**src/inc/stdc_defines.svh**
```systemverilog
// What this block does
// - In four-wire mode the driver and receiver enables both stay on regardless of anything else.
// - With no mode configured, four-wire operation is the mode in force.
// - In echo mode the driver is off while terminal-ready is unasserted and on only while asserted.
// - In echo mode the receiver stays enabled so the node hears its own bytes.
// - Terminal-ready is active low, so asserted means a low level.
// - In terminal-ready controlled mode the driver follows terminal-ready and the receiver is off while it drives.
// - In automatic mode the driver turns on by itself for every byte sent.
// - In automatic mode the receiver is off while driving and back on when nothing is sent.
// - Mode codes are 128 four-wire, 129 echo, 130 terminal-ready controlled, 131 automatic.
// - The stored mode takes effect when the port is opened.
`ifndef STDC_DEFINES_SVH
`define STDC_DEFINES_SVH
`define STDC_MODE_W        8
`define STDC_MODE_FOUR     8'h80
`define STDC_MODE_ECHO     8'h81
`define STDC_MODE_DTRCTL   8'h82
`define STDC_MODE_AUTO     8'h83
`endif

```
**src/inc/stdc_pkg.sv**
```systemverilog
package stdc_pkg;
  typedef enum logic [3:0] {
    STDC_FOUR   = 4'h1,
    STDC_ECHO   = 4'h2,
    STDC_DTRCTL = 4'h4,
    STDC_AUTO   = 4'h8
  } stdc_mode_t;
endpackage : stdc_pkg

```
**src/rtl/stdc_sync.sv**
```systemverilog
`timescale 1ns/1ps
module stdc_sync (
  // Clock and reset
  input  wire logic core_clk,
  input  wire logic rst_n,
  // Level in and out
  input  wire logic d,
  output logic      q
);
  logic meta;
  // Reset high, the idle level of an active-low pin, so no false assert
  always_ff @(posedge core_clk or negedge rst_n) begin
    if (!rst_n) begin
      meta <= 1'b1;
      q    <= 1'b1;
    end else begin
      meta <= d;
      q    <= meta;
    end
  end
endmodule : stdc_sync

```
**src/rtl/stdc_ctrl.sv**
```systemverilog
`timescale 1ns/1ps
`include "stdc_defines.svh"
module stdc_ctrl #(
  parameter int MODE_W = `STDC_MODE_W
) (
  // Clock and reset
  input  wire logic                   core_clk,
  input  wire logic                   rst_n,
  // Configuration
  input  wire logic [MODE_W-1:0]       mode_cfg,
  input  wire logic                   mode_cfg_valid,
  input  wire logic                   port_open,
  // UART side
  input  wire logic                   dtr_n,
  input  wire logic                   tx_busy,
  // Line side
  output logic                        drv_en,
  output logic                        rcv_en,
  output logic [3:0]                  mode_active
);
  logic                    dtr_n_s;
  logic                    dtr_on;
  logic                    stored_valid;
  logic [MODE_W-1:0]       stored;
  logic                    open_q;
  logic                    open_rise;
  stdc_pkg::stdc_mode_t    mode;
  stdc_pkg::stdc_mode_t    next_mode;
  logic                    next_drv;
  logic                    next_rcv;

  // Mode codes need eight bits; a narrower selector would alias them
  if (MODE_W < `STDC_MODE_W) begin : g_mode_w_chk
    $error("mode selector narrower than the mode codes");
  end

  // Pin from the UART crosses in through two flops
  stdc_sync u_sync (
    .core_clk (core_clk),
    .rst_n    (rst_n),
    .d        (dtr_n),
    .q        (dtr_n_s)
  );

  assign dtr_on = ~dtr_n_s;

  function automatic stdc_pkg::stdc_mode_t stdc_decode(input logic [MODE_W-1:0] c,
                                                       input logic v);
    if (!v) begin
      return stdc_pkg::STDC_FOUR;
    end
    case (c)
      `STDC_MODE_ECHO:   return stdc_pkg::STDC_ECHO;
      `STDC_MODE_DTRCTL: return stdc_pkg::STDC_DTRCTL;
      `STDC_MODE_AUTO:   return stdc_pkg::STDC_AUTO;
      default:           return stdc_pkg::STDC_FOUR;
    endcase
  endfunction : stdc_decode

  // Stored selection, latched whenever software supplies one
  always_ff @(posedge core_clk or negedge rst_n) begin
    if (!rst_n) begin
      stored_valid <= 1'b0;
      stored       <= MODE_W'(`STDC_MODE_FOUR);
    end else if (mode_cfg_valid) begin
      stored_valid <= 1'b1;
      stored       <= mode_cfg;
    end
  end

  // Mode only changes on the rising edge of port_open, whether or not a frame is being sent
  always_ff @(posedge core_clk or negedge rst_n) begin
    if (!rst_n) begin
      open_q <= 1'b0;
    end else begin
      open_q <= port_open;
    end
  end

  assign open_rise = port_open && !open_q;

  always_comb begin
    next_mode = mode;
    if (open_rise) begin
      next_mode = stdc_decode(stored, stored_valid);
    end
  end

  always_ff @(posedge core_clk or negedge rst_n) begin
    if (!rst_n) begin
      mode <= stdc_pkg::STDC_FOUR;
    end else begin
      mode <= next_mode;
    end
  end

  // tx_busy must cover through the final stop bit; no extra hold kept here
  always_comb begin
    next_drv = 1'b1;
    next_rcv = 1'b1;
    unique case (mode)
      stdc_pkg::STDC_FOUR: begin
        next_drv = 1'b1;
        next_rcv = 1'b1;
      end
      stdc_pkg::STDC_ECHO: begin
        next_drv = dtr_on;
        next_rcv = 1'b1;
      end
      stdc_pkg::STDC_DTRCTL: begin
        next_drv = dtr_on;
        next_rcv = ~dtr_on;
      end
      stdc_pkg::STDC_AUTO: begin
        next_drv = tx_busy;
        next_rcv = ~tx_busy;
      end
    endcase
  end

  // Registered so the line enables never glitch on a mode change
  always_ff @(posedge core_clk or negedge rst_n) begin
    if (!rst_n) begin
      drv_en <= 1'b1;
    end else begin
      drv_en <= next_drv;
    end
  end

  always_ff @(posedge core_clk or negedge rst_n) begin
    if (!rst_n) begin
      rcv_en <= 1'b1;
    end else begin
      rcv_en <= next_rcv;
    end
  end

  always_ff @(posedge core_clk or negedge rst_n) begin
    if (!rst_n) begin
      mode_active <= stdc_pkg::STDC_FOUR;
    end else begin
      mode_active <= next_mode;
    end
  end

  // Enables in force, one cycle behind the mode
  four_wire_a: assert property (@(posedge core_clk) disable iff (!rst_n)
    $past(mode) == stdc_pkg::STDC_FOUR |-> drv_en && rcv_en)
    else $error("four-wire enables dropped");

  echo_drv_a: assert property (@(posedge core_clk) disable iff (!rst_n)
    $past(mode) == stdc_pkg::STDC_ECHO |-> drv_en == ~$past(dtr_n_s) && rcv_en)
    else $error("echo mode enables wrong");

  dtr_ctl_a: assert property (@(posedge core_clk) disable iff (!rst_n)
    $past(mode) == stdc_pkg::STDC_DTRCTL |-> drv_en != rcv_en && drv_en == ~$past(dtr_n_s))
    else $error("controlled mode enables wrong");

  ctl_pol_a: assert property (@(posedge core_clk) disable iff (!rst_n)
    $past(mode) == stdc_pkg::STDC_DTRCTL && $past(dtr_n_s) |-> !drv_en && rcv_en)
    else $error("unasserted terminal-ready left receiver off");

  dtr_pol_a: assert property (@(posedge core_clk) disable iff (!rst_n)
    $past(mode) == stdc_pkg::STDC_ECHO && !$past(dtr_n_s) |-> drv_en)
    else $error("low terminal-ready did not drive");

  auto_drv_a: assert property (@(posedge core_clk) disable iff (!rst_n)
    $past(mode) == stdc_pkg::STDC_AUTO |-> drv_en == $past(tx_busy))
    else $error("auto driver not following transmit");

  auto_rcv_a: assert property (@(posedge core_clk) disable iff (!rst_n)
    $past(mode) == stdc_pkg::STDC_AUTO |-> rcv_en == ~drv_en)
    else $error("auto receiver overlaps driver");

  auto_idle_a: assert property (@(posedge core_clk) disable iff (!rst_n)
    $past(mode) == stdc_pkg::STDC_AUTO && !$past(tx_busy) |-> rcv_en && !drv_en)
    else $error("receiver not back after frame");

  auto_hold_a: assert property (@(posedge core_clk) disable iff (!rst_n)
    mode == stdc_pkg::STDC_AUTO && tx_busy ##1 mode == stdc_pkg::STDC_AUTO |-> drv_en)
    else $error("driver released while busy");

  // Selection and decode
  open_only_a: assert property (@(posedge core_clk) disable iff (!rst_n)
    !(port_open && !open_q) |=> $stable(mode))
    else $error("mode changed without open");

  mode_mirror_a: assert property (@(posedge core_clk) disable iff (!rst_n)
    mode_active == mode)
    else $error("reported mode differs from mode in force");

  mode_onehot_a: assert property (@(posedge core_clk) disable iff (!rst_n)
    $onehot(mode))
    else $error("mode in force not one-hot");

  store_take_a: assert property (@(posedge core_clk) disable iff (!rst_n)
    mode_cfg_valid |=> stored_valid && stored == $past(mode_cfg))
    else $error("mode selection not stored");

  default_mode_a: assert property (@(posedge core_clk) disable iff (!rst_n)
    port_open && !open_q && !stored_valid |=> mode == stdc_pkg::STDC_FOUR)
    else $error("default mode not four-wire");

  auto_code_a: assert property (@(posedge core_clk) disable iff (!rst_n)
    port_open && !open_q && stored_valid && stored == `STDC_MODE_AUTO
    |=> mode == stdc_pkg::STDC_AUTO)
    else $error("auto code not decoded");

  echo_code_a: assert property (@(posedge core_clk) disable iff (!rst_n)
    open_rise && stored_valid && stored == `STDC_MODE_ECHO
    |=> mode == stdc_pkg::STDC_ECHO)
    else $error("echo code not decoded");

  ctl_code_a: assert property (@(posedge core_clk) disable iff (!rst_n)
    open_rise && stored_valid && stored == `STDC_MODE_DTRCTL
    |=> mode == stdc_pkg::STDC_DTRCTL)
    else $error("controlled code not decoded");

  odd_code_a: assert property (@(posedge core_clk) disable iff (!rst_n)
    open_rise && stored_valid && stored != `STDC_MODE_ECHO
    && stored != `STDC_MODE_DTRCTL && stored != `STDC_MODE_AUTO
    |=> mode == stdc_pkg::STDC_FOUR)
    else $error("other code not taken as four-wire");
endmodule : stdc_ctrl

```
**config.mk**
```make
export PLATFORM = sky130hd
export DESIGN_NAME = stdc_ctrl
export DESIGN_NICKNAME = d
export VERILOG_FILES = /design/src/inc/stdc_pkg.sv /design/src/rtl/stdc_sync.sv /design/src/rtl/stdc_ctrl.sv
export VERILOG_INCLUDE_DIRS = /design/src /design/src/inc
export SDC_FILE = /design/constraint.sdc
export NUM_CORES = 1
export LEC_CHECK = 0
export BUFFER_PORTS_ARGS = -buffer_cell sky130_fd_sc_hd__buf_2
export CAP_MARGIN = 20
export CORE_MARGIN = 5
export CORE_UTILIZATION = 37
export DETAILED_ROUTE_END_ITERATION = 12
export MAX_ROUTING_LAYER = met4
export SYNTH_ARGS = -nofsm -noshare
export SYNTH_HDL_FRONTEND = slang
export SYNTH_SLANG_ARGS = --single-unit
```
**constraint.sdc**
```tcl
create_clock -name core_clk -period 1.25 [get_ports core_clk]
set_input_delay 0 -clock core_clk [delete_from_list [all_inputs] [get_ports core_clk]]
set_output_delay 0 -clock core_clk [all_outputs]
set_load 0.005 [all_outputs]
```
# == Word level (Yosys, flattened, before mapping) ==
# Cells that the tools add are included.
# totals
regBits,18
latch_bits,0
ram_bits,0
mem_bits_ro,0
input_bits,14
output_inout_bits,6
memories,0
# op_classes
n_addsub,0
mul,0
div,0
magnitude_cmp,0
n_eq_ne,7
shift,0
muxes,7
bitwise,2
n_reduce_logical,4
# ops
operator,count
"8-bit == test, second input constant",3
4-bit case mux with 3 select lines,1
4-bit 2-to-1 mux,2
1-bit case mux with 3 select lines,2
"4-bit by 1-bit == test with 1-bit output, second input constant",1
"4-bit by 2-bit == test with 1-bit output, second input constant",1
"4-bit by 3-bit == test with 1-bit output, second input constant",1
"4-bit == test, second input constant",1
2-bit OR reduction,2
1-bit 2-to-1 mux,2
1-bit NOT,2
1-bit logical AND,1
1-bit logical NOT,1

# == Longest topological paths before layout ==
# logic_depth
depth_word,4
ltp_mapped,4

# == Hierarchy ==
# A second synthesis with hierarchy kept.
# unflattened
cells_unflattened,56
hier_area_um2,713.2
# by_module_without_submodules
module,n_inst,cells_each,area_each_um2
stdc_ctrl,1,54,660.6
stdc_sync,1,2,52.6

# == Least setup slack after synthesis ==
# No wires, ideal clock.
# synth_path
path_kind,flip-flop to flip-flop
start,reg stored[5]
end,reg mode_active[0]
setup_ps,82
arrival_ps,966
required_time_ps,1168
path_slack_ps,203
stages_incl_launch_ff,4
path_buffers,0
synth_period_minus_slack_ps,1047
path_cell_list,dfrtp_1 nor3_2 nand4_2 o31a_1
# synth_between
elab_chain_len,3
word_cells_on_any_way,5
# synth_lines
element,line_no,source
from (decl),stdc_ctrl.sv:24,logic [MODE_W-1:0] stored;
from (signal assigned),stdc_ctrl.sv:64,stored <= MODE_W'(`STDC_MODE_FOUR);
from (signal assigned),stdc_ctrl.sv:67,stored <= mode_cfg;
8-bit == test,stdc_ctrl.sv:52,case (c)
4-bit case mux with 3 select lines *,stdc_ctrl.sv:52,
4-bit 2-to-1 mux *,stdc_ctrl.sv:52,
to (signal assigned),stdc_ctrl.sv:140,mode_active <= stdc_pkg::STDC_FOUR;
to (signal assigned),stdc_ctrl.sv:142,mode_active <= next_mode;
to (decl),stdc_ctrl.sv:19,output logic [3:0] mode_active
# Every way passes the cells marked *; elsewhere a longest branch is shown, timed or not.
# A chain may end at the register's enable or synchronous reset.

# == Final worst setup path ==
# layout_path
start,reg stored[5]
end,reg mode_active[2]
# Same word-level chain as after synthesis.

==> run metrics <==
Seq cells post-synth 18; gr usage total 12.1%; CTS tree built; initial antenna violation count 0; FP Rows 15; critical-path cell list nor3_2, nand4_2, o41ai_1; # fillers 157; Max VDD drop 0.924 mV; grt met3 use 5.54%; port bufs 19; vias in the first global route 554; n_diodes 0; Yosys top cell area share 42.1%; # setup viols final 0; WS Path Type flop to flop; CTS Buffer Depth 2; GR Layer Usage met2 19.6%; post-synthesis sequential area ratio 64.2%; met1 Track Usage GR 12.5%; core area 1780 um^2; root buffer cell clkbuf_4; placed wire-length estimate 940 um; 1st-iter DRT viols 2; Worst path slowest cell dfrtp_1; Post-synth ARST share 100%; crit-path max FO 4; power per cell area 1120 nW/um^2; Max Fclk 892 MHz; total grt overflow 0; DRT Pass-1 Iters 2; Synth area leaders dfrtp_1 42%, dfstp_2 22%, mux2_2 9.5%; Slew HR 73.9%; crit start category flop; synth cell count leaders 12 x dfrtp_1, 6 x dfstp_2, 6 x mux2_2; DRC Markers 0; multi-input logic area 235 um^2; Seq. cell area 458 um^2; max-slew violation count 0; Final Hold Fails 0; initial core utilization 40.0%; WHS 0.0564 ns; Clock transition at path regs 0.10 ns; die width 53.9 um; # IOs 20; layout cell share with drive strength beyond 1 42.7%; Top FF cell, synth dfrtp_1; GPL Wtd Cong 0.732; Setup Buffers After CTS 0; Leak 0.444 nW; vias per cell 4.64; largest net degree at the start of global routing 19; EDFF count, synth 0; die height 53.9 um; Most Used Layer, Global Route met2; status finished, final reports clean; setup TNS 0 ns; RSZ-0062 raised after global routing no; Synthesized Nets 70; CP arrival 1.30 ns; final clock skew 0.00109 ns; most frequent cell after synthesis dfrtp_1; Synth Instances 56; Final #Nets 104; Syn Area/Cell 12.7 um^2; synth warn 0; clk sink count 18; area of the mapped netlist 713 um^2; Max-Cap Viols 0; DIE AREA 2910 um^2; required time of the critical path 1.43 ns; period utilization 89.7%; CTS H-tree depth 1; first-pass GRT wire length 2370 um; Slew @ Worst Pin 0.391 ns; drt total wl 1360 um; count of cell types in the netlist 19; Routed Antenna Nets 0; clk_lat worst skew 0.29 ns; Worst Hold Class input pin to flop; biggest cell delay along the critical path 0.40 ns; min Tclk post-route 1.12 ns; Yosys top cell by area dfrtp_1; CTS Buf Count 3; vias 529; Routed wire per std cell 11.9 um; Crit. End Element flop; Layout Area Growth over Synthesis 38.4%
-- final cells by class --
type / count / area share [%]
flip-flops and latches: 18 / 46.4
multi-input cells: 33 / 23.8
well taps: 25 / 3.17
clock buffers: 4 / 3.68
repair buffers: 31 / 21.8
inverters: 3 / 1.14
-- per-layer routing --
layer,up-vias,wire length (um)
met5,-,0
met4,0,22
met3,2,116
met2,17,678
met1,248,543
li1,262,-
-- path summary, 6_finish.rpt --
kind / startpoint / slack (ns) / cells after the start / end
worst max-delay path: stored[5] / 0.13 / 3 / mode_active[2]
max in group asynchronous: rst_n / 0.78 / 2 / stored[7]
worst max register to register: stored[5] / 0.13 / 3 / mode_active[2]
worst min-delay path: mode_cfg_valid / 0.06 / 2 / stored[1]
min in group asynchronous: rst_n / 0.16 / 2 / mode_active[2]
worst min register to register: u_sync.meta / 0.36 / 0 / u_sync.q
-- power by group --
group,internal (mW),total (mW),switching [mW]
registers,0.620,0.640,0.0206
logic,0.0654,0.112,0.0466
clock network,0.177,0.349,0.172
total,0.862,1.10,0.239
-- cell usage in the layout, fill, tap and decap left out, drive strengths merged --
master / instances
nand3b: 1
inv: 3
nor2: 4
o41ai: 3
nand2: 5
a22oi: 1
nor4b: 1
or2: 1
nand2b: 3
nor3: 1
o31a: 1
dfrtp: 12
nor3b: 1
mux2: 6
dfstp: 6
nand4: 1
o21ai: 4
clkbuf: 4
buf: 19
dlygate4sd3: 12
-- metrics by stage --
step	cells	setup WS [ns]	cell area (um^2)	power, mW	util, %
6_report	114	0.129	987	1.10	55.4
5_1_grt	114	0.0440	987	1.16	55.4
4_1_cts	114	0.116	987	1.12	55.4
3_5_place_dp	98	0.144	831	0.737	46.6
3_3_place_gp	98	0.164	831	0.733	46.6
2_1_floorplan	56	0.203	713	0.692	-
-- sequential cells by signal, summed over array words and instances, names as in the netlist --
name	cells
stored	8
drv_en	1
u_sync.meta	1
mode_active	4
rcv_en	1
stored_valid	1
u_sync.q	1
open_q	1
-- repair_timing --
| item | 4_1_cts | 5_1_grt |
|---|---|---|
| hold endpoints to repair | 29 | 0 |
| resized for setup | 0 | 0 |
| hold buffers | 12 | 0 |
-- cells by family (layout without fill, tap and decap cells) --
kind of cell,count (synthesis),in the layout,share of synthesized area (%)
AOI/OAI and AO/OA,9,9,8.77
buffers and inverters,5,38,2.81
DFF,18,18,64.2
muxes,6,6,9.47
and+or+nand+nor,18,18,14.7
-- worst max-delay path, delay by kind of cell, from the launching register on --
family | cells | cell delay, ns
simple gates | 2 | 0.35
flops | 1 | 0.40
compound gates | 1 | 0.27
(Power assumes the default switching activity.)
